**config.mk**
```make
export PLATFORM = sky130hd
export DESIGN_NAME = i2c_hs_slave
export DESIGN_NICKNAME = d
export VERILOG_FILES = /design/src/i2c_hs_pkg.sv /design/src/i2c_hs_slave.sv /design/src/line_cond.sv
export VERILOG_INCLUDE_DIRS = /design/src
export SDC_FILE = /design/constraint.sdc
export NUM_CORES = 1
export LEC_CHECK = 0
export BUFFER_PORTS_ARGS = -buffer_cell sky130_fd_sc_hd__buf_2
export CAP_MARGIN = 10
export CORE_MARGIN = 3
export CORE_UTILIZATION = 45
export CTS_CLUSTER_SIZE = 30
export DETAILED_ROUTE_END_ITERATION = 12
export SLEW_MARGIN = 5
export SYNTH_ARGS = -nofsm -noshare
export SYNTH_HDL_FRONTEND = slang
export SYNTH_SLANG_ARGS = --single-unit
```
**constraint.sdc**
```tcl
create_clock -name sys_clk -period 2.6 [get_ports sys_clk]
set_input_delay 0.39 -clock sys_clk [delete_from_list [all_inputs] [get_ports sys_clk]]
set_output_delay 0.39 -clock sys_clk [all_outputs]
set_load 0.01 [all_outputs]
```
**src/i2c_hs_cfg.svh**
```systemverilog
/*
 * constants for the two-wire slave bus-condition and speed-mode block.
 * assumes a 200 MHz system clock; included by i2c_hs_slave and line_cond.
 */
`ifndef I2C_HS_CFG_SVH
`define I2C_HS_CFG_SVH

// =====================================================================
// timing
`define CLK_PERIOD_NS    5
`define CLK_MHZ          200
`define POR_ARM_MS       100
`define FILT_FS_NS       50
`define FILT_HS_NS       10

// =====================================================================
// byte codes and fields
`define ADDR_BASE        4'h9
`define GENCALL_ADDR     8'h00
`define GC_RESET_CMD     8'h06
`define GC_LATCH_CMD     8'h04
`define MCODE_TOP        5'h01
`define BYTE_BITS        4'h8
`define FILT_W           4

`endif

```
**src/i2c_hs_pkg.sv**
```systemverilog
/*
 * types for the two-wire slave block.
 * assumes i2c_hs_cfg.svh alongside.
 */
package i2c_hs_pkg;
    typedef enum logic [2:0] {
        ST_IDLE   = 3'b000,
        ST_RX     = 3'b001,
        ST_ACK    = 3'b010,
        ST_TX     = 3'b011,
        ST_MACK   = 3'b100,
        ST_IGNORE = 3'b101
    } bus_state_t;
endpackage

```
**src/i2c_hs_slave.sv**
```systemverilog
/*
 * two-wire slave: bus conditions, acknowledge, speed mode, resets.
 * assumes scl and sda pins arrive asynchronously and an external pad
 * resolves sda from sda_oe; supply_low comes from an analog comparator.
 */
`timescale 1ns/10ps
`include "i2c_hs_cfg.svh"
module i2c_hs_slave
#(
    parameter int POR_ARM_CYCLES = `POR_ARM_MS * `CLK_MHZ * 1000,
    parameter int POR_W          = 25
)
(
    input  wire logic                   sys_clk,
    input  wire logic                   rst_n,
    input  wire logic                   scl_in,
    input  wire logic                   sda_in,
    output logic                        sda_out,
    output logic                        sda_oe,
    input  wire logic                   supply_low,
    input  wire logic [2:0]             addr_pins,
    input  wire logic [7:0]             tx_data,
    output logic                        tx_load,
    output logic [7:0]                  rx_data,
    output logic                        rx_valid,
    output logic                        hs_mode,
    output logic                        settings_reset,
    output i2c_hs_pkg::bus_state_t      bus_state
);
    import i2c_hs_pkg::*;

    localparam logic [`FILT_W-1:0] FS_CYC =
        `FILT_W'((`FILT_FS_NS + `CLK_PERIOD_NS - 1) / `CLK_PERIOD_NS);
    localparam logic [`FILT_W-1:0] HS_CYC =
        `FILT_W'((`FILT_HS_NS + `CLK_PERIOD_NS - 1) / `CLK_PERIOD_NS);
    localparam logic [POR_W-1:0] POR_MAX = POR_W'(POR_ARM_CYCLES);

    logic             scl_f;
    logic             sda_f;
    logic             sup_f;
    logic             scl_p;
    logic             sda_p;
    logic [3:0]       bit_cnt;
    logic [7:0]       shreg;
    logic             first;
    logic             rw;
    logic             gc;
    logic             to_idle;
    logic [2:0]       addr_lat;
    logic             latched;
    logic [POR_W-1:0] por_cnt;
    bus_state_t       state;

    // =====================================================================
    // input conditioning; scl and sda filter length follows the speed mode
    wire [`FILT_W-1:0] filt_len = hs_mode ? HS_CYC : FS_CYC;
    line_cond u_scl (.sys_clk(sys_clk), .rst_n(rst_n), .pin(scl_in),
                     .len(filt_len), .level(scl_f));
    line_cond u_sda (.sys_clk(sys_clk), .rst_n(rst_n), .pin(sda_in),
                     .len(filt_len), .level(sda_f));
    line_cond u_sup (.sys_clk(sys_clk), .rst_n(rst_n), .pin(supply_low),
                     .len(`FILT_W'(1)), .level(sup_f));

    // =====================================================================
    // bus condition decode
    wire start     = scl_f & scl_p & sda_p & ~sda_f;
    wire stop      = scl_f & scl_p & ~sda_p & sda_f;
    wire scl_rise  = scl_f & ~scl_p;
    wire scl_fall  = ~scl_f & scl_p;
    wire byte_done = (state == ST_RX) & scl_fall & (bit_cnt == `BYTE_BITS);
    wire is_mcode  = (shreg[7:3] == `MCODE_TOP);
    wire my_addr   = (shreg[7:1] == {`ADDR_BASE, addr_lat});
    wire is_gcall  = (shreg == `GENCALL_ADDR);
    wire gc_reset  = byte_done & ~first & gc & (shreg == `GC_RESET_CMD);
    wire gc_latch  = byte_done & ~first & gc & (shreg == `GC_LATCH_CMD);
    wire por_armed = (por_cnt == POR_MAX);
    wire por_fire  = por_armed & ~sup_f;
    wire mack_nack = (state == ST_MACK) & scl_rise & sda_f;

    // =====================================================================
    // line history for edge finding
    always_ff @(posedge sys_clk or negedge rst_n)
    begin
        if (!rst_n)
        begin
            scl_p <= 1'b1;
            sda_p <= 1'b1;
        end
        else
        begin
            scl_p <= scl_f;
            sda_p <= sda_f;
        end
    end

    // =====================================================================
    // power-on arm: a dip only counts once it lasts the full window,
    // so brief brown-outs leave settings alone
    always_ff @(posedge sys_clk or negedge rst_n)
    begin
        if (!rst_n)
            por_cnt <= '0;
        else if (!sup_f)
            por_cnt <= '0;
        else if (!por_armed)
            por_cnt <= por_cnt + 1'b1;
    end

    // =====================================================================
    // address pin latch: at first START, on power-on, or on a general call reset or latch command
    always_ff @(posedge sys_clk or negedge rst_n)
    begin
        if (!rst_n)
        begin
            addr_lat <= 3'h0;
            latched  <= 1'b0;
        end
        else if (por_fire || gc_reset || gc_latch || (start && !latched))
        begin
            addr_lat <= addr_pins;
            latched  <= 1'b1;
        end
    end

    // =====================================================================
    // main bus sequencer
    always_ff @(posedge sys_clk or negedge rst_n)
    begin
        if (!rst_n)
        begin
            state          <= ST_IDLE;
            bit_cnt        <= 4'h0;
            shreg          <= 8'h00;
            first          <= 1'b0;
            rw             <= 1'b0;
            gc             <= 1'b0;
            to_idle        <= 1'b0;
            hs_mode        <= 1'b0;
            sda_oe         <= 1'b0;
            rx_data        <= 8'h00;
            rx_valid       <= 1'b0;
            tx_load        <= 1'b0;
            settings_reset <= 1'b0;
        end
        else
        begin
            rx_valid       <= 1'b0;
            tx_load        <= 1'b0;
            settings_reset <= por_fire | gc_reset;
            if (por_fire)
            begin
                state   <= ST_IDLE;
                hs_mode <= 1'b0;
                sda_oe  <= 1'b0;
                to_idle <= 1'b0;
            end
            else if (stop)
            begin
                state   <= ST_IDLE;
                hs_mode <= 1'b0;
                sda_oe  <= 1'b0;
                to_idle <= 1'b0;
            end
            else if (start)
            begin
                state   <= ST_RX;
                bit_cnt <= 4'h0;
                first   <= 1'b1;
                gc      <= 1'b0;
                rw      <= 1'b0;
                sda_oe  <= 1'b0;
                to_idle <= 1'b0;
            end
            else
            begin
                case (state)
                    ST_RX:
                    begin
                        if (scl_rise)
                        begin
                            shreg   <= {shreg[6:0], sda_f};
                            bit_cnt <= bit_cnt + 1'b1;
                        end
                        if (byte_done)
                        begin
                            first <= 1'b0;
                            if (first && is_mcode)
                            begin
                                hs_mode <= 1'b1;
                                state   <= ST_IGNORE;
                            end
                            else if (first && my_addr)
                            begin
                                rw     <= shreg[0];
                                sda_oe <= 1'b1;
                                state  <= ST_ACK;
                            end
                            else if (first && is_gcall)
                            begin
                                gc     <= 1'b1;
                                sda_oe <= 1'b1;
                                state  <= ST_ACK;
                            end
                            else if (first)
                                state <= ST_IGNORE;
                            else
                            begin
                                rx_data  <= shreg;
                                rx_valid <= ~gc;
                                sda_oe   <= 1'b1;
                                to_idle  <= gc_reset;
                                state    <= ST_ACK;
                            end
                        end
                    end
                    ST_ACK, ST_MACK:
                    begin
                        if (state == ST_MACK && scl_rise && sda_f)
                        begin
                            state <= ST_IGNORE;
                        end
                        else if (scl_fall && to_idle)
                        begin
                            sda_oe  <= 1'b0;
                            hs_mode <= 1'b0;
                            to_idle <= 1'b0;
                            state   <= ST_IDLE;
                        end
                        else if (scl_fall && rw)
                        begin
                            shreg   <= tx_data;
                            sda_oe  <= ~tx_data[7];
                            bit_cnt <= 4'h1;
                            tx_load <= 1'b1;
                            state   <= ST_TX;
                        end
                        else if (scl_fall)
                        begin
                            sda_oe  <= 1'b0;
                            bit_cnt <= 4'h0;
                            state   <= ST_RX;
                        end
                    end
                    ST_TX:
                    begin
                        if (scl_fall && bit_cnt == `BYTE_BITS)
                        begin
                            sda_oe <= 1'b0;              // master acknowledges now
                            state  <= ST_MACK;
                        end
                        else if (scl_fall)
                        begin
                            shreg   <= {shreg[6:0], 1'b0};
                            sda_oe  <= ~shreg[6];
                            bit_cnt <= bit_cnt + 1'b1;
                        end
                    end
                    ST_IGNORE, ST_IDLE:
                        sda_oe <= 1'b0;
                    default:
                        state <= ST_IDLE;
                endcase
            end
        end
    end

    // =====================================================================
    // open-drain data only ever pulls low
    always_ff @(posedge sys_clk or negedge rst_n)
    begin
        if (!rst_n)
            sda_out <= 1'b0;
        else
            sda_out <= 1'b0;
    end

    assign bus_state = state;
endmodule // i2c_hs_slave

```
**src/line_cond.sv**
```systemverilog
/*
 * input conditioner: two-flop synchroniser then spike filter.
 * assumes pin is asynchronous to clk; len is a stable filter length.
 */
`timescale 1ns/10ps
`include "i2c_hs_cfg.svh"
module line_cond
#(
    parameter int FW = `FILT_W
)
(
    input  wire logic          sys_clk,
    input  wire logic          rst_n,
    input  wire logic          pin,
    input  wire logic [FW-1:0] len,
    output logic               level
);
    logic          meta;
    logic          sync;
    logic [FW-1:0] cnt;
    wire           differs = (sync != level);
    wire           settled = (cnt >= len);

    // =====================================================================
    // synchroniser; meta feeds only sync
    always_ff @(posedge sys_clk or negedge rst_n)
    begin
        if (!rst_n)
        begin
            meta <= 1'b1;
            sync <= 1'b1;
        end
        else
        begin
            meta <= pin;
            sync <= meta;
        end
    end

    // =====================================================================
    // spike filter: new level must hold len+1 cycles, shorter pulses vanish
    always_ff @(posedge sys_clk or negedge rst_n)
    begin
        if (!rst_n)
        begin
            cnt   <= '0;
            level <= 1'b1;
        end
        else if (!differs)
            cnt <= '0;
        else if (settled)
        begin
            level <= sync;
            cnt   <= '0;
        end
        else
            cnt <= cnt + 1'b1;
    end
endmodule // line_cond

```
==> results by group, run 1 <==
Place
  • Placer Congestion: between 0.8 and 0.9
  • Port Buffers: 31
  • DP Area: approximately 4800 sq um
  • Placed instance count: between 500 and 600
  • Final HPWL DP: approximately 6400 um

Detailed routing
  • Post-route DRC: 0
  • Routed Antenna Nets: 0
  • Routed length on met3: 283 um
  • Vias: between 3000 and 4000
  • Vias per cell: ~5.4
  • DR pass1 iterations: 5
  • Initial DRC Count: about 180
  • Metal2 WL: ~4400 um
  • Top sig layer: met4
  • Total Wirelength: approximately 9000 um
  • DRT met1 WL: 4190 um
  • WL per Instance: between 15 and 20 um

Synthesis
  • Cell type with the highest aggregate area in the netlist: dfrtp_1
  • Post-synth top flop: dfrtp_1
  • Mapped Cells: 420
  • Post-synthesis sequential area ratio: 0.477
  • Number of synthesis warnings: 0
  • Number of distinct library cells after synthesis: 65
  • Yosys top cell area share: 0.412
  • FFs w/ async S/R, synth: 1.00
  • EDFF count, synth: 0
  • Flops & latches, synth: 84
  • Post-Syn Area: 4430 sq um
  • Syn Area/Cell: 10.6 sq um
  • Top post-synthesis cells by area: dfrtp_1, dfstp_2, mux2_4

Cells and area
  • Finished Layout Cells: 590
  • Area of the multi-input gates: approximately 2200 sq um
  • Layout cell share with drive strength beyond 1: 0.204
  • Finished Cell Area: between 4000 and 5000 sq um
  • Most frequent cells in the layout: dfrtp_1, nand2_1, buf_2
  • N_diodes: 0
  • NumNets Final: around 490
  • Fillers: around 900
  • Most common cell after layout, fill and taps aside: dfrtp_1
  • Storage element area: roughly 2100 sq um
  • Area Growth Syn to Fin: 11.8%

GRT
  • First-pass GRT wire length: roughly 15000 um
  • Vias in the first global route: 3251
  • GRT overflow: 0
  • Global-route usage over all layers: 0.171
  • Largest net degree at the start of global routing: 46
  • Antenna violations before repair: 0

CTS
  • Post-CTS setup buffer count: 0
  • CTS root buf: clkbuf_8
  • Clock Path Buffers: 2
  • Resized cells post-CTS: 0
  • H-tree depth: 3
  • Clock Latency Late Sink: 0.35 ns
  • CTS tree: yes
  • Post-CTS Hold Fix Bufs: 0
  • Worst-path clk slew: 0.08 ns
  • CTS Sinks: 84
  • TritonCTS buffer count: 9

Power
  • PnR Total Power: roughly 0.0027 W
  • P_leak: around 2.3 nW
  • P per Cell Area: around 540 nW/um^2
  • Peak VDD IR: around 0.32 mV

STA
  • Setup violators final: 0
  • Worst Max-Slew Pin Slew: 0.753 ns
  • RSZ-0062 raised after global routing: no
  • Final worst path period share: 0.891
  • Setup_tns: 0 ns
  • Final hold violations: 0
  • Setup Skew: about 0.0099 ns
  • Minimum clock period: about 2.3 ns
  • Slew Viols, Final: 0
  • Slew headroom: 0.498
  • Peak Freq: ~430 MHz

Worst setup path
  • Critical Path, Cell by Cell: inv_1 -> ha_1 -> and4bb_1 -> nand4_1 -> or3_1 -> nand2b_4 -> a21oi_4 -> mux2_4
  • Arr. time, crit path: about 2.6 ns
  • Kind of critical path: flip-flop to flip-flop
  • Crit path max-delay cell type: or3_1
  • Delay-heaviest family, CP: simple AND/OR/NAND/NOR gates
  • CP bufs+invs: 1
  • Critical Path Fanout Max: 9
  • Worst Path Required: ~2.8 ns
  • Crit. End Element: flip-flop
  • CP peak stage delay: around 0.55 ns
  • CP startpoint kind: flip-flop

Die
  • Core Rows: 35
  • DIE AREA: approximately 11000 sq um
  • Width of the die: ~110 um
  • Starting density of the core: 0.471
  • Die height: ~110 um
  • Ports: 33
  • Total core area: approximately 9400 sq um

Min path
  • Hold Path Class: input port to async pin

Status
  • Status: finished, final reports clean

Run
  • MaxCap Viol Count: 0
==> worst paths after layout <==
kind | startpoint | to | slack, ns | cells past startpoint
min | rst_n | rx_data[5]$_DFFE_PN0P_ | 0.02 | 1
max in group asynchronous | rst_n | u_sup.sync$_DFF_PN1_ | 1.89 | 2
max | por_cnt[0]$_DFFE_PN0P_ | shreg[0]$_DFFE_PN0P_ | 0.28 | 8
min in group sys_clk | scl_in | u_scl.meta$_DFF_PN1_ | 0.13 | 1
max reg2reg | por_cnt[0]$_DFFE_PN0P_ | shreg[0]$_DFFE_PN0P_ | 0.28 | 8
min reg2reg | u_scl.meta$_DFF_PN1_ | u_scl.sync$_DFF_PN1_ | 0.36 | 0
==> area by class of cell <==
type / count / area share
repair buffers: 40 / 0.0480
inverters: 14 / 0.0106
clock buffers: 12 / 0.0293
clock inverters: 4 / 0.00985
multi-input cells: 307 / 0.443
well taps: 129 / 0.0326
flip-flops and latches: 84 / 0.427
==> worst reg2reg max path, stage by stage (launching register included) <==
cell,delay [ns]
dfrtp_1,0.45
inv_1,0.09
ha_1,0.13
and4bb_1,0.18
nand4_1,0.20
or3_1,0.55
nand2b_4,0.15
a21oi_4,0.09
mux2_4,0.37
==> per-layer routing <==
metal  vias to the layer above  global-route usage
li1                       1551                   -
met1                      1559               0.217
met2                        53               0.292
met3                         6              0.0404
met4                         0              0.0450
met5                         -                   0
==> Yosys cell counts, drive strengths merged, types with 11 or more instances <==
cell / instances
nand3: 20
xnor2: 23
and2: 22
nand2: 46
dfrtp: 73
ha: 13
nor2: 22
o21ai: 16
clkbuf: 11
mux2: 22
inv: 14
dfstp: 11
==> flip-flops by register name (all words and copies together) (netlist names), 3 cells and up <==
signal	cells
addr_lat	3
bit_cnt	4
bus_state	3
por_cnt	25
rx_data	8
shreg	8
u_scl.cnt	4
u_sda.cnt	4
u_sup.cnt	4
==> through the flow <==
stage	utilization	hold slack (ns)	setup slack, ns
after floorplan	-	0.0944	0.498
after global placement	0.506	0.347	0.354
after detailed placement	0.506	0.347	0.301
after CTS	0.526	0.0385	0.280
after global routing	0.526	0.0586	0.123
final	0.526	0.0197	0.284
==> report_power, final <==
part	leakage (nW)	internal, W	total, W	switching (W)
Clock	0.100	0.000470	0.000919	0.000450
Combinational	1.09	0.000128	0.000269	0.000141
Sequential	1.12	0.00139	0.00149	0.0000970
Total	2.31	0.00199	0.00268	0.000688
==> kinds of logic (layout without fill, tap and decap cells) <==
family,Yosys count,after routing,share of synthesized area
buffers and inverters,30,70,0.0288
multiplexers,23,23,0.0717
adder cells (fa/ha/maj),13,13,0.0367
AND/OR/NAND/NOR,184,184,0.242
other,1,2,0.000846
XOR/XNOR,31,31,0.0612
flip-flops,84,84,0.477
AO/OA/AOI/OAI,54,54,0.0818
Note: power is estimated with default switching activity, not from simulation.
==> run 2: changes to the inputs <==
Settings changed: BUFFER_PORTS_ARGS -buffer_cell sky130_fd_sc_hd__buf_2 to default, DONT_BUFFER_PORTS from default to 1.
==> run 2 against run 1 <==
  * Critical path depth down 2
  * Wire length down 2.7%
  * Count of clock-buffer cells in the layout down 1
  * Worst hold slack better by 0.0061 ns
  * Register-to-register slack about the same
  * Power about the same
  * Global-route usage up 0.12 points
  * Sequential cell count unchanged
  * Clock power up 0.9%
  * Largest cell class unchanged
  * Largest power group unchanged
==> results by group, run 2 (synthesis results as in run 1) <==
Worst setup path
  • CP bufs+invs: 0 (was 1)
  • Critical Path Fanout Max: 9 (unchanged)
  • Delay-heaviest family, CP: simple AND/OR/NAND/NOR gates (unchanged)
  • CP peak stage delay: 0.47 ns (was 0.55 ns)
  • Critical Path, Cell by Cell: or3b_1 -> o221ai_1 -> nand3_1 -> nand2b_4 -> a21oi_4 -> mux2_4 (was inv_1 -> ha_1 -> and4bb_1 -> nand4_1 -> or3_1 -> nand2b_4 -> a21oi_4 -> mux2_4)
  • Kind of critical path: flip-flop to flip-flop (unchanged)
  • Crit path max-delay cell type: dfrtp_1 (was or3_1)
  • Worst Path Required: 2.85 ns (was 2.84 ns)
  • CP startpoint kind: flip-flop (unchanged)
  • Arr. time, crit path: 2.57 ns (was 2.56 ns)
  • Crit. End Element: flip-flop (unchanged)

Detailed routing
  • Vias: 3049 (was 3169)
  • Routed Antenna Nets: 0 (unchanged)
  • Total Wirelength: 8750 um (was 8990 um)
  • Vias per cell: 5.42 (was 5.37)
  • Initial DRC Count: 92 (was 179)
  • WL per Instance: 15.5 um (was 15.2 um)
  • DR pass1 iterations: 4 (was 5)
  • Post-route DRC: 0 (unchanged)

Die
  • Core Rows: 35 (unchanged)
  • Width of the die: 105 um (unchanged)
  • Starting density of the core: 0.471 (unchanged)
  • DIE AREA: 11100 sq um (unchanged)
  • Die height: 105 um (unchanged)
  • Ports: 33 (unchanged)
  • Total core area: 9420 sq um (unchanged)

Place
  • Placer Congestion: 0.860 (was 0.879)
  • DP Area: 4600 sq um (was 4760 sq um)
  • Port Buffers: 0 (was 31)
  • Final HPWL DP: 6160 um (was 6430 um)
  • Placed instance count: 544 (was 574)

GRT
  • Largest net degree at the start of global routing: 85 (was 46)
  • First-pass GRT wire length: 15600 um (was 15400 um)
  • GRT Max-Usage Layer: met2 (unchanged)
  • Met2 Usage GRT: 0.283 (was 0.292)
  • Routing usage on met1: 0.225 (was 0.217)
  • Vias in the first global route: 3206 (was 3251)
  • Global-route usage over all layers: 0.172 (was 0.171)
  • Antenna violations before repair: 0 (unchanged)
  • Met3 Use GR: 0.0312 (was 0.0404)
  • GRT overflow: 0 (unchanged)

CTS
  • Resized cells post-CTS: 0 (unchanged)
  • TritonCTS buffer count: 9 (unchanged)
  • Clock Latency Late Sink: 0.36 ns (was 0.35 ns)
  • H-tree depth: 3 (unchanged)
  • CTS Sinks: 84 (unchanged)
  • Clock Path Buffers: 2 (unchanged)
  • Post-CTS setup buffer count: 0 (unchanged)
  • Worst-path clk slew: 0.09 ns (was 0.08 ns)
  • CTS tree: yes (unchanged)
  • CTS root buf: clkbuf_8 (unchanged)

Cells and area
  • Largest regs: por_cnt (25), rx_data (8), shreg (8) (unchanged)
  • Fillers: 869 (was 876)
  • N_diodes: 0 (unchanged)
  • Final Core Density: 0.514 (was 0.526)
  • Finished Cell Area: 4840 sq um (was 4960 sq um)
  • Finished Layout Cells: 563 (was 590)
  • Area of the multi-input gates: 2190 sq um (unchanged)
  • Most frequent cells in the layout: dfrtp_1, nand2_1, xnor2_1 (was dfrtp_1, nand2_1, buf_2)
  • Storage element area: 2120 sq um (unchanged)
  • Max FFs per register: 25 (unchanged)
  • Most common cell after layout, fill and taps aside: dfrtp_1 (unchanged)
  • Area Growth Syn to Fin: 9.17% (was 11.8%)
  • Reg with most FFs: por_cnt (unchanged)
  • NumNets Final: 458 (was 485)
  • Layout cell share with drive strength beyond 1: 0.150 (was 0.204)

STA
  • Peak Freq: 430 MHz (was 432 MHz)
  • RSZ-0062 raised after global routing: no (unchanged)
  • Slew headroom: 0.625 (was 0.498)
  • Worst Max-Slew Pin Slew: 0.554 ns (was 0.753 ns)
  • Minimum clock period: 2.32 ns (about the same)
  • Final hold violations: 0 (unchanged)
  • Setup Skew: 0.0101 ns (was 0.00985 ns)
  • Final worst path period share: 0.894 (was 0.891)
  • Slew Viols, Final: 0 (unchanged)
  • Setup_tns: 0 ns (unchanged)
  • Setup violators final: 0 (unchanged)

Power
  • Peak VDD IR: 0.232 mV (was 0.325 mV)
  • Switch Pwr: 0.000714 W (was 0.000688 W)
  • P_leak: 2.17 nW (was 2.31 nW)
  • Switch share: 0.267 (was 0.257)
  • Reg power frac: 0.555 (was 0.556)
  • P per Cell Area: 553 nW/um^2 (was 540 nW/um^2)
  • Internal power: 0.00196 W (was 0.00199 W)
  • Combinational fraction of design power: 0.099 (was 0.101)
  • Clk pwr share: 0.346 (was 0.344)
  • PnR Total Power: 0.00268 W (about the same)

Run
  • MaxCap Viol Count: 0 (unchanged)

Status
  • Status: finished, final reports clean (unchanged)

Min path
  • Hold Path Class: input port to flip-flop (was input port to async pin)
==> run 2: worst paths after layout <==
check,slack [ns],start,cells after the start,end
hold reg to reg,0.35,u_sda.meta$_DFF_PN1_,0,u_sda.sync$_DFF_PN1_
setup / recovery,0.28,bus_state[2]$_DFFE_PN0P_,6,shreg[4]$_DFFE_PN0P_
max in group asynchronous,1.62,rst_n,2,u_sda.meta$_DFF_PN1_
hold / removal,0.03,supply_low,0,u_sup.meta$_DFF_PN1_
min in group asynchronous,0.56,rst_n,2,rx_data[7]$_DFFE_PN0P_
setup reg to reg,0.28,bus_state[2]$_DFFE_PN0P_,6,shreg[4]$_DFFE_PN0P_
==> run 2: worst register-to-register path: cells and delay by family, from the launching register on <==
kind | cells | cell delay, ns
flip-flops | 1 | 0.47
AND/OR/NAND/NOR | 3 | 0.83
AO/OA/AOI/OAI | 2 | 0.57
multiplexers | 1 | 0.35
==> run 2: power by group through the flow <==
stage	combinational (W)	sequential, W	clock, W
after floorplan	0.000208	0.00147	0
after global placement	0.000230	0.00151	0
after detailed placement	0.000234	0.00151	0
after CTS	0.000270	0.00149	0.000963
after global routing	0.000316	0.00150	0.00102
final	0.000264	0.00149	0.000927
==> run 2: repair_timing <==
item	in CTS	in global routing
setup endpoints to repair	0	0
hold buffers	2	1
endpoints found under the hold margin	84	1
==> run 2: area by class of cell <==
type / count / share of cell area
clock buffer: 11 / 0.0271
inverter: 14 / 0.0109
timing repair buffer: 13 / 0.0253
tap: 129 / 0.0333
multi-input combinational: 307 / 0.453
clock inverter: 5 / 0.0129
sequential: 84 / 0.437
==> run 2: per-layer routing <==
metal	wire, um	part of all wire	vias to the layer above
met4	158	0.018	0
met2	4240	0.48	47
met1	4050	0.46	1493
met5	0	0	-
met3	298	0.034	15
li1	-	-	1494
==> run 2: per-stage QoR <==
| stage | hold slack, ns | setup WS [ns] |
|---|---|---|
| floorplan | 0.0944 | 0.498 |
| global placement | 0.0964 | 0.314 |
| detailed placement | 0.0966 | 0.280 |
| CTS | 0.00238 | 0.258 |
| finish | 0.0257 | 0.275 |
| global route | 0.00198 | 0.0879 |
==> run 3: changes to the inputs <==
Settings changed: ABC_AREA from default to 1.
==> run 3 against run 2 <==
  * Worst setup slack gained 0.41 ns
  * Non-clock buffer count down 7
  * Clock skew is 0.0055 ns higher
  * Final cell count increased by 34%
  * Critical path type unchanged
==> results by group, run 3 <==
Status
  • Status: finished, final reports clean (unchanged)

Cells and area
  • Max FFs per register: 25 (unchanged)
  • Storage element area: 2120 sq um (unchanged)
  • Largest regs: por_cnt (25), rx_data (8), shreg (8) (unchanged)
  • Most frequent cells in the layout: nand2_1, inv_1, dfrtp_1 (was dfrtp_1, nand2_1, xnor2_1)
  • Reg with most FFs: por_cnt (unchanged)
  • NumNets Final: 643 (was 458)
  • Fillers: 983 (was 869)
  • Finished Layout Cells: 755 (was 563)
  • Most common cell after layout, fill and taps aside: nand2_1 (was dfrtp_1)
  • Area Growth Syn to Fin: 8.90% (was 9.17%)
  • Final Core Density: 0.504 (was 0.514)
  • Area of the multi-input gates: 2290 sq um (was 2190 sq um)
  • N_diodes: 0 (unchanged)
  • Layout cell share with drive strength beyond 1: 0.139 (was 0.150)

CTS
  • CTS tree: yes (unchanged)
  • TritonCTS buffer count: 9 (unchanged)
  • Worst-path clk slew: 0.10 ns (was 0.09 ns)
  • CTS root buf: clkbuf_8 (unchanged)
  • Clock Path Buffers: 2 (unchanged)
  • H-tree depth: 3 (unchanged)
  • Clock Latency Late Sink: 0.36 ns (about the same)
  • CTS Sinks: 84 (unchanged)
  • Resized cells post-CTS: 0 (unchanged)

STA
  • Final Hold Slack: 0.145 ns (was 0.0257 ns)
  • RSZ-0062 raised after global routing: no (unchanged)
  • Setup_tns: 0 ns (unchanged)
  • Final hold violations: 0 (unchanged)
  • Slew Viols, Final: 0 (unchanged)
  • Setup Skew: 0.0156 ns (was 0.0101 ns)
  • Final worst path period share: 0.738 (was 0.894)
  • Setup violators final: 0 (unchanged)
  • Peak Freq: 521 MHz (was 430 MHz)
  • Minimum clock period: 1.92 ns (was 2.32 ns)

GRT
  • First-pass GRT wire length: 17800 um (was 15600 um)
  • Antenna violations before repair: 0 (unchanged)
  • Largest net degree at the start of global routing: 85 (unchanged)
  • Global-route usage over all layers: 0.188 (was 0.172)
  • GRT overflow: 0 (unchanged)
  • Vias in the first global route: 3703 (was 3206)

Worst setup path
  • Crit. End Element: flip-flop (unchanged)
  • CP startpoint kind: flip-flop (unchanged)
  • CP peak stage delay: 0.48 ns (was 0.47 ns)
  • Most used cell, CP: nand2_1
  • Worst Path Required: 2.86 ns (was 2.85 ns)
  • Critical Path Fanout Max: 20 (was 9)
  • Arr. time, crit path: 2.18 ns (was 2.57 ns)
  • Kind of critical path: flip-flop to flip-flop (unchanged)
  • Crit path max-delay cell type: dfrtp_1 (unchanged)
  • Critical Path, Cell by Cell: inv_2 -> nand2_1 -> nand3_4 -> inv_2 -> nand2_1 -> o21ai_1 -> inv_1 -> nor2_1 -> nor2_1 -> nand3_1 -> nand2_1 (was or3b_1 -> o221ai_1 -> nand3_1 -> nand2b_4 -> a21oi_4 -> mux2_4)

Synthesis
  • Post-synth top flop: dfrtp_1 (unchanged)
  • Largest family of logic cells by synthesized area: simple AND/OR/NAND/NOR gates (unchanged)
  • FFs w/ async S/R, synth: 1.00 (unchanged)
  • Compound-Gate Fraction of Synth Area: 0.0884 (was 0.0818)
  • Yosys top cell area share: 0.382 (was 0.412)
  • Simple-gate share of the synthesized area: 0.341 (was 0.242)
  • Cell type with the highest aggregate area in the netlist: dfrtp_1 (unchanged)
  • Mapped Cells: 602 (was 420)
  • Synth Area in Adders: 0.0340 (was 0.0367)
  • Number of distinct library cells after synthesis: 48 (was 65)
  • Multiplexer share of the synthesized area: 0 (was 0.0717)
  • Syn Area/Cell: 7.94 sq um (was 10.6 sq um)
  • EDFF count, synth: 0 (unchanged)
  • Flops & latches, synth: 84 (unchanged)
  • Synth Area in XOR/XNOR: 0.0147 (was 0.0612)
  • Top post-synthesis cells by area: dfrtp_1, nand2_1, dfstp_2 (was dfrtp_1, dfstp_2, mux2_4)
  • Synth cell count leaders: nand2_1, dfrtp_1, inv_1 (was dfrtp_1, nand2_1, xnor2_1)
  • Post-synthesis sequential area ratio: 0.442 (was 0.477)
  • Number of synthesis warnings: 0 (unchanged)
  • Post-Syn Area: 4780 sq um (was 4430 sq um)
  • Most common cell in the netlist: nand2_1 (was dfrtp_1)

Detailed routing
  • Total Wirelength: 10300 um (was 8750 um)
  • WL per Instance: 13.6 um (was 15.5 um)
  • Routed Antenna Nets: 0 (unchanged)
  • DR pass1 iterations: 4 (unchanged)
  • Vias: 3941 (was 3049)
  • Vias per cell: 5.22 (was 5.42)
  • Initial DRC Count: 232 (was 92)
  • Post-route DRC: 0 (unchanged)

Die
  • DIE AREA: 11900 sq um (was 11100 sq um)
  • Starting density of the core: 0.463 (was 0.471)
  • Core Rows: 37 (was 35)
  • Die height: 109 um (was 105 um)
  • Total core area: 10300 sq um (was 9420 sq um)
  • Width of the die: 109 um (was 105 um)
  • Ports: 33 (unchanged)

Run
  • MaxCap Viol Count: 0 (unchanged)

Power
  • Peak VDD IR: 0.316 mV (was 0.232 mV)
  • Internal power: 0.00207 W (was 0.00196 W)
  • Clk pwr share: 0.378 (was 0.346)
  • PnR Total Power: 0.00290 W (was 0.00268 W)
  • Switch share: 0.285 (was 0.267)
  • Switch Pwr: 0.000826 W (was 0.000714 W)
  • Reg power frac: 0.505 (was 0.555)
  • Combinational fraction of design power: 0.117 (was 0.099)
  • P_leak: 2.56 nW (was 2.17 nW)
  • P per Cell Area: 556 nW/um^2 (was 553 nW/um^2)

Place
  • Port Buffers: 0 (unchanged)
  • Placer Congestion: 0.899 (was 0.860)
  • Final HPWL DP: 7510 um (was 6160 um)
  • Placed instance count: 734 (was 544)

Min path
  • Hold Path Class: input port to flip-flop (unchanged)
-- run 3: cells by family after synthesis --
kind of cell | count (synthesis)
other | 1
XOR/XNOR | 8
AND/OR/NAND/NOR | 331
adder cells (fa/ha/maj) | 13
AO/OA/AOI/OAI | 73
buffers and inverters | 92
flip-flops | 84
-- run 3: critical path: cells and delay by family, from the launching register on --
| family | cells | cell delay [ns] |
|---|---|---|
| AOI/OAI and AO/OA | 1 | 0.17 |
| DFF | 1 | 0.48 |
| buffers and inverters | 3 | 0.46 |
| and+or+nand+nor | 7 | 0.72 |
-- run 3: path summary, 6_finish.rpt --
| path | endpoint | start | cells after the start | slack, ns |
|---|---|---|---|---|
| max | sda_oe$_DFFE_PN0P_ | bus_state[2]$_DFFE_PN0P_ | 11 | 0.68 |
| min reg2reg | u_scl.sync$_DFF_PN1_ | u_scl.meta$_DFF_PN1_ | 0 | 0.35 |
| max reg2reg | sda_oe$_DFFE_PN0P_ | bus_state[2]$_DFFE_PN0P_ | 11 | 0.68 |
| min | addr_lat[2]$_DFFE_PN0P_ | addr_pins[2] | 2 | 0.14 |
| min in group asynchronous | rx_data[0]$_DFFE_PN0P_ | rst_n | 2 | 0.58 |
| max in group asynchronous | u_sup.level$_DFFE_PN1P_ | rst_n | 2 | 1.65 |
-- run 3: repair_timing --
item	4_1_cts	5_1_grt
hold buffers	2	3
setup buffers	0	0
hold endpoints to repair	84	3
endpoints found under the setup margin	0	0
-- run 3: stage by stage --
stage	instance area (sq um)	setup WS [ns]
6_report	5210	0.682
5_1_grt	5210	0.455
4_1_cts	5180	0.685
3_5_place_dp	4910	0.695
3_3_place_gp	4910	0.747
2_1_floorplan	4790	1.01
-- run 3: area by class of cell --
type                            count  share of cell area
Timing Repair Buffer                6              0.0144
Inverter                           86              0.0625
Sequential cell                    84               0.406
Tap cell                          136              0.0327
Clock buffer                        9              0.0238
Clock inverter                      7              0.0199
Multi-Input combinational cell    427               0.440
-- run 3: layer usage --
metal,wire [um],GRT usage,vias to the layer above,part of all wire
met4,173,0.0586,0,0.017
met2,4820,0.304,100,0.47
met3,493,0.0391,13,0.048
met5,0,0,-,0
met1,4780,0.251,1859,0.47
li1,-,-,1969,-
-- run 3: power by group through the flow --
stage	sequential, W	clock, W	combinational [W]
after floorplan	0.00148	0	0.000235
after detailed placement	0.00149	0	0.000312
after CTS	0.00146	0.00112	0.000346
final	0.00146	0.00109	0.000339
after global routing	0.00148	0.00119	0.000401
after global placement	0.00149	0	0.000303
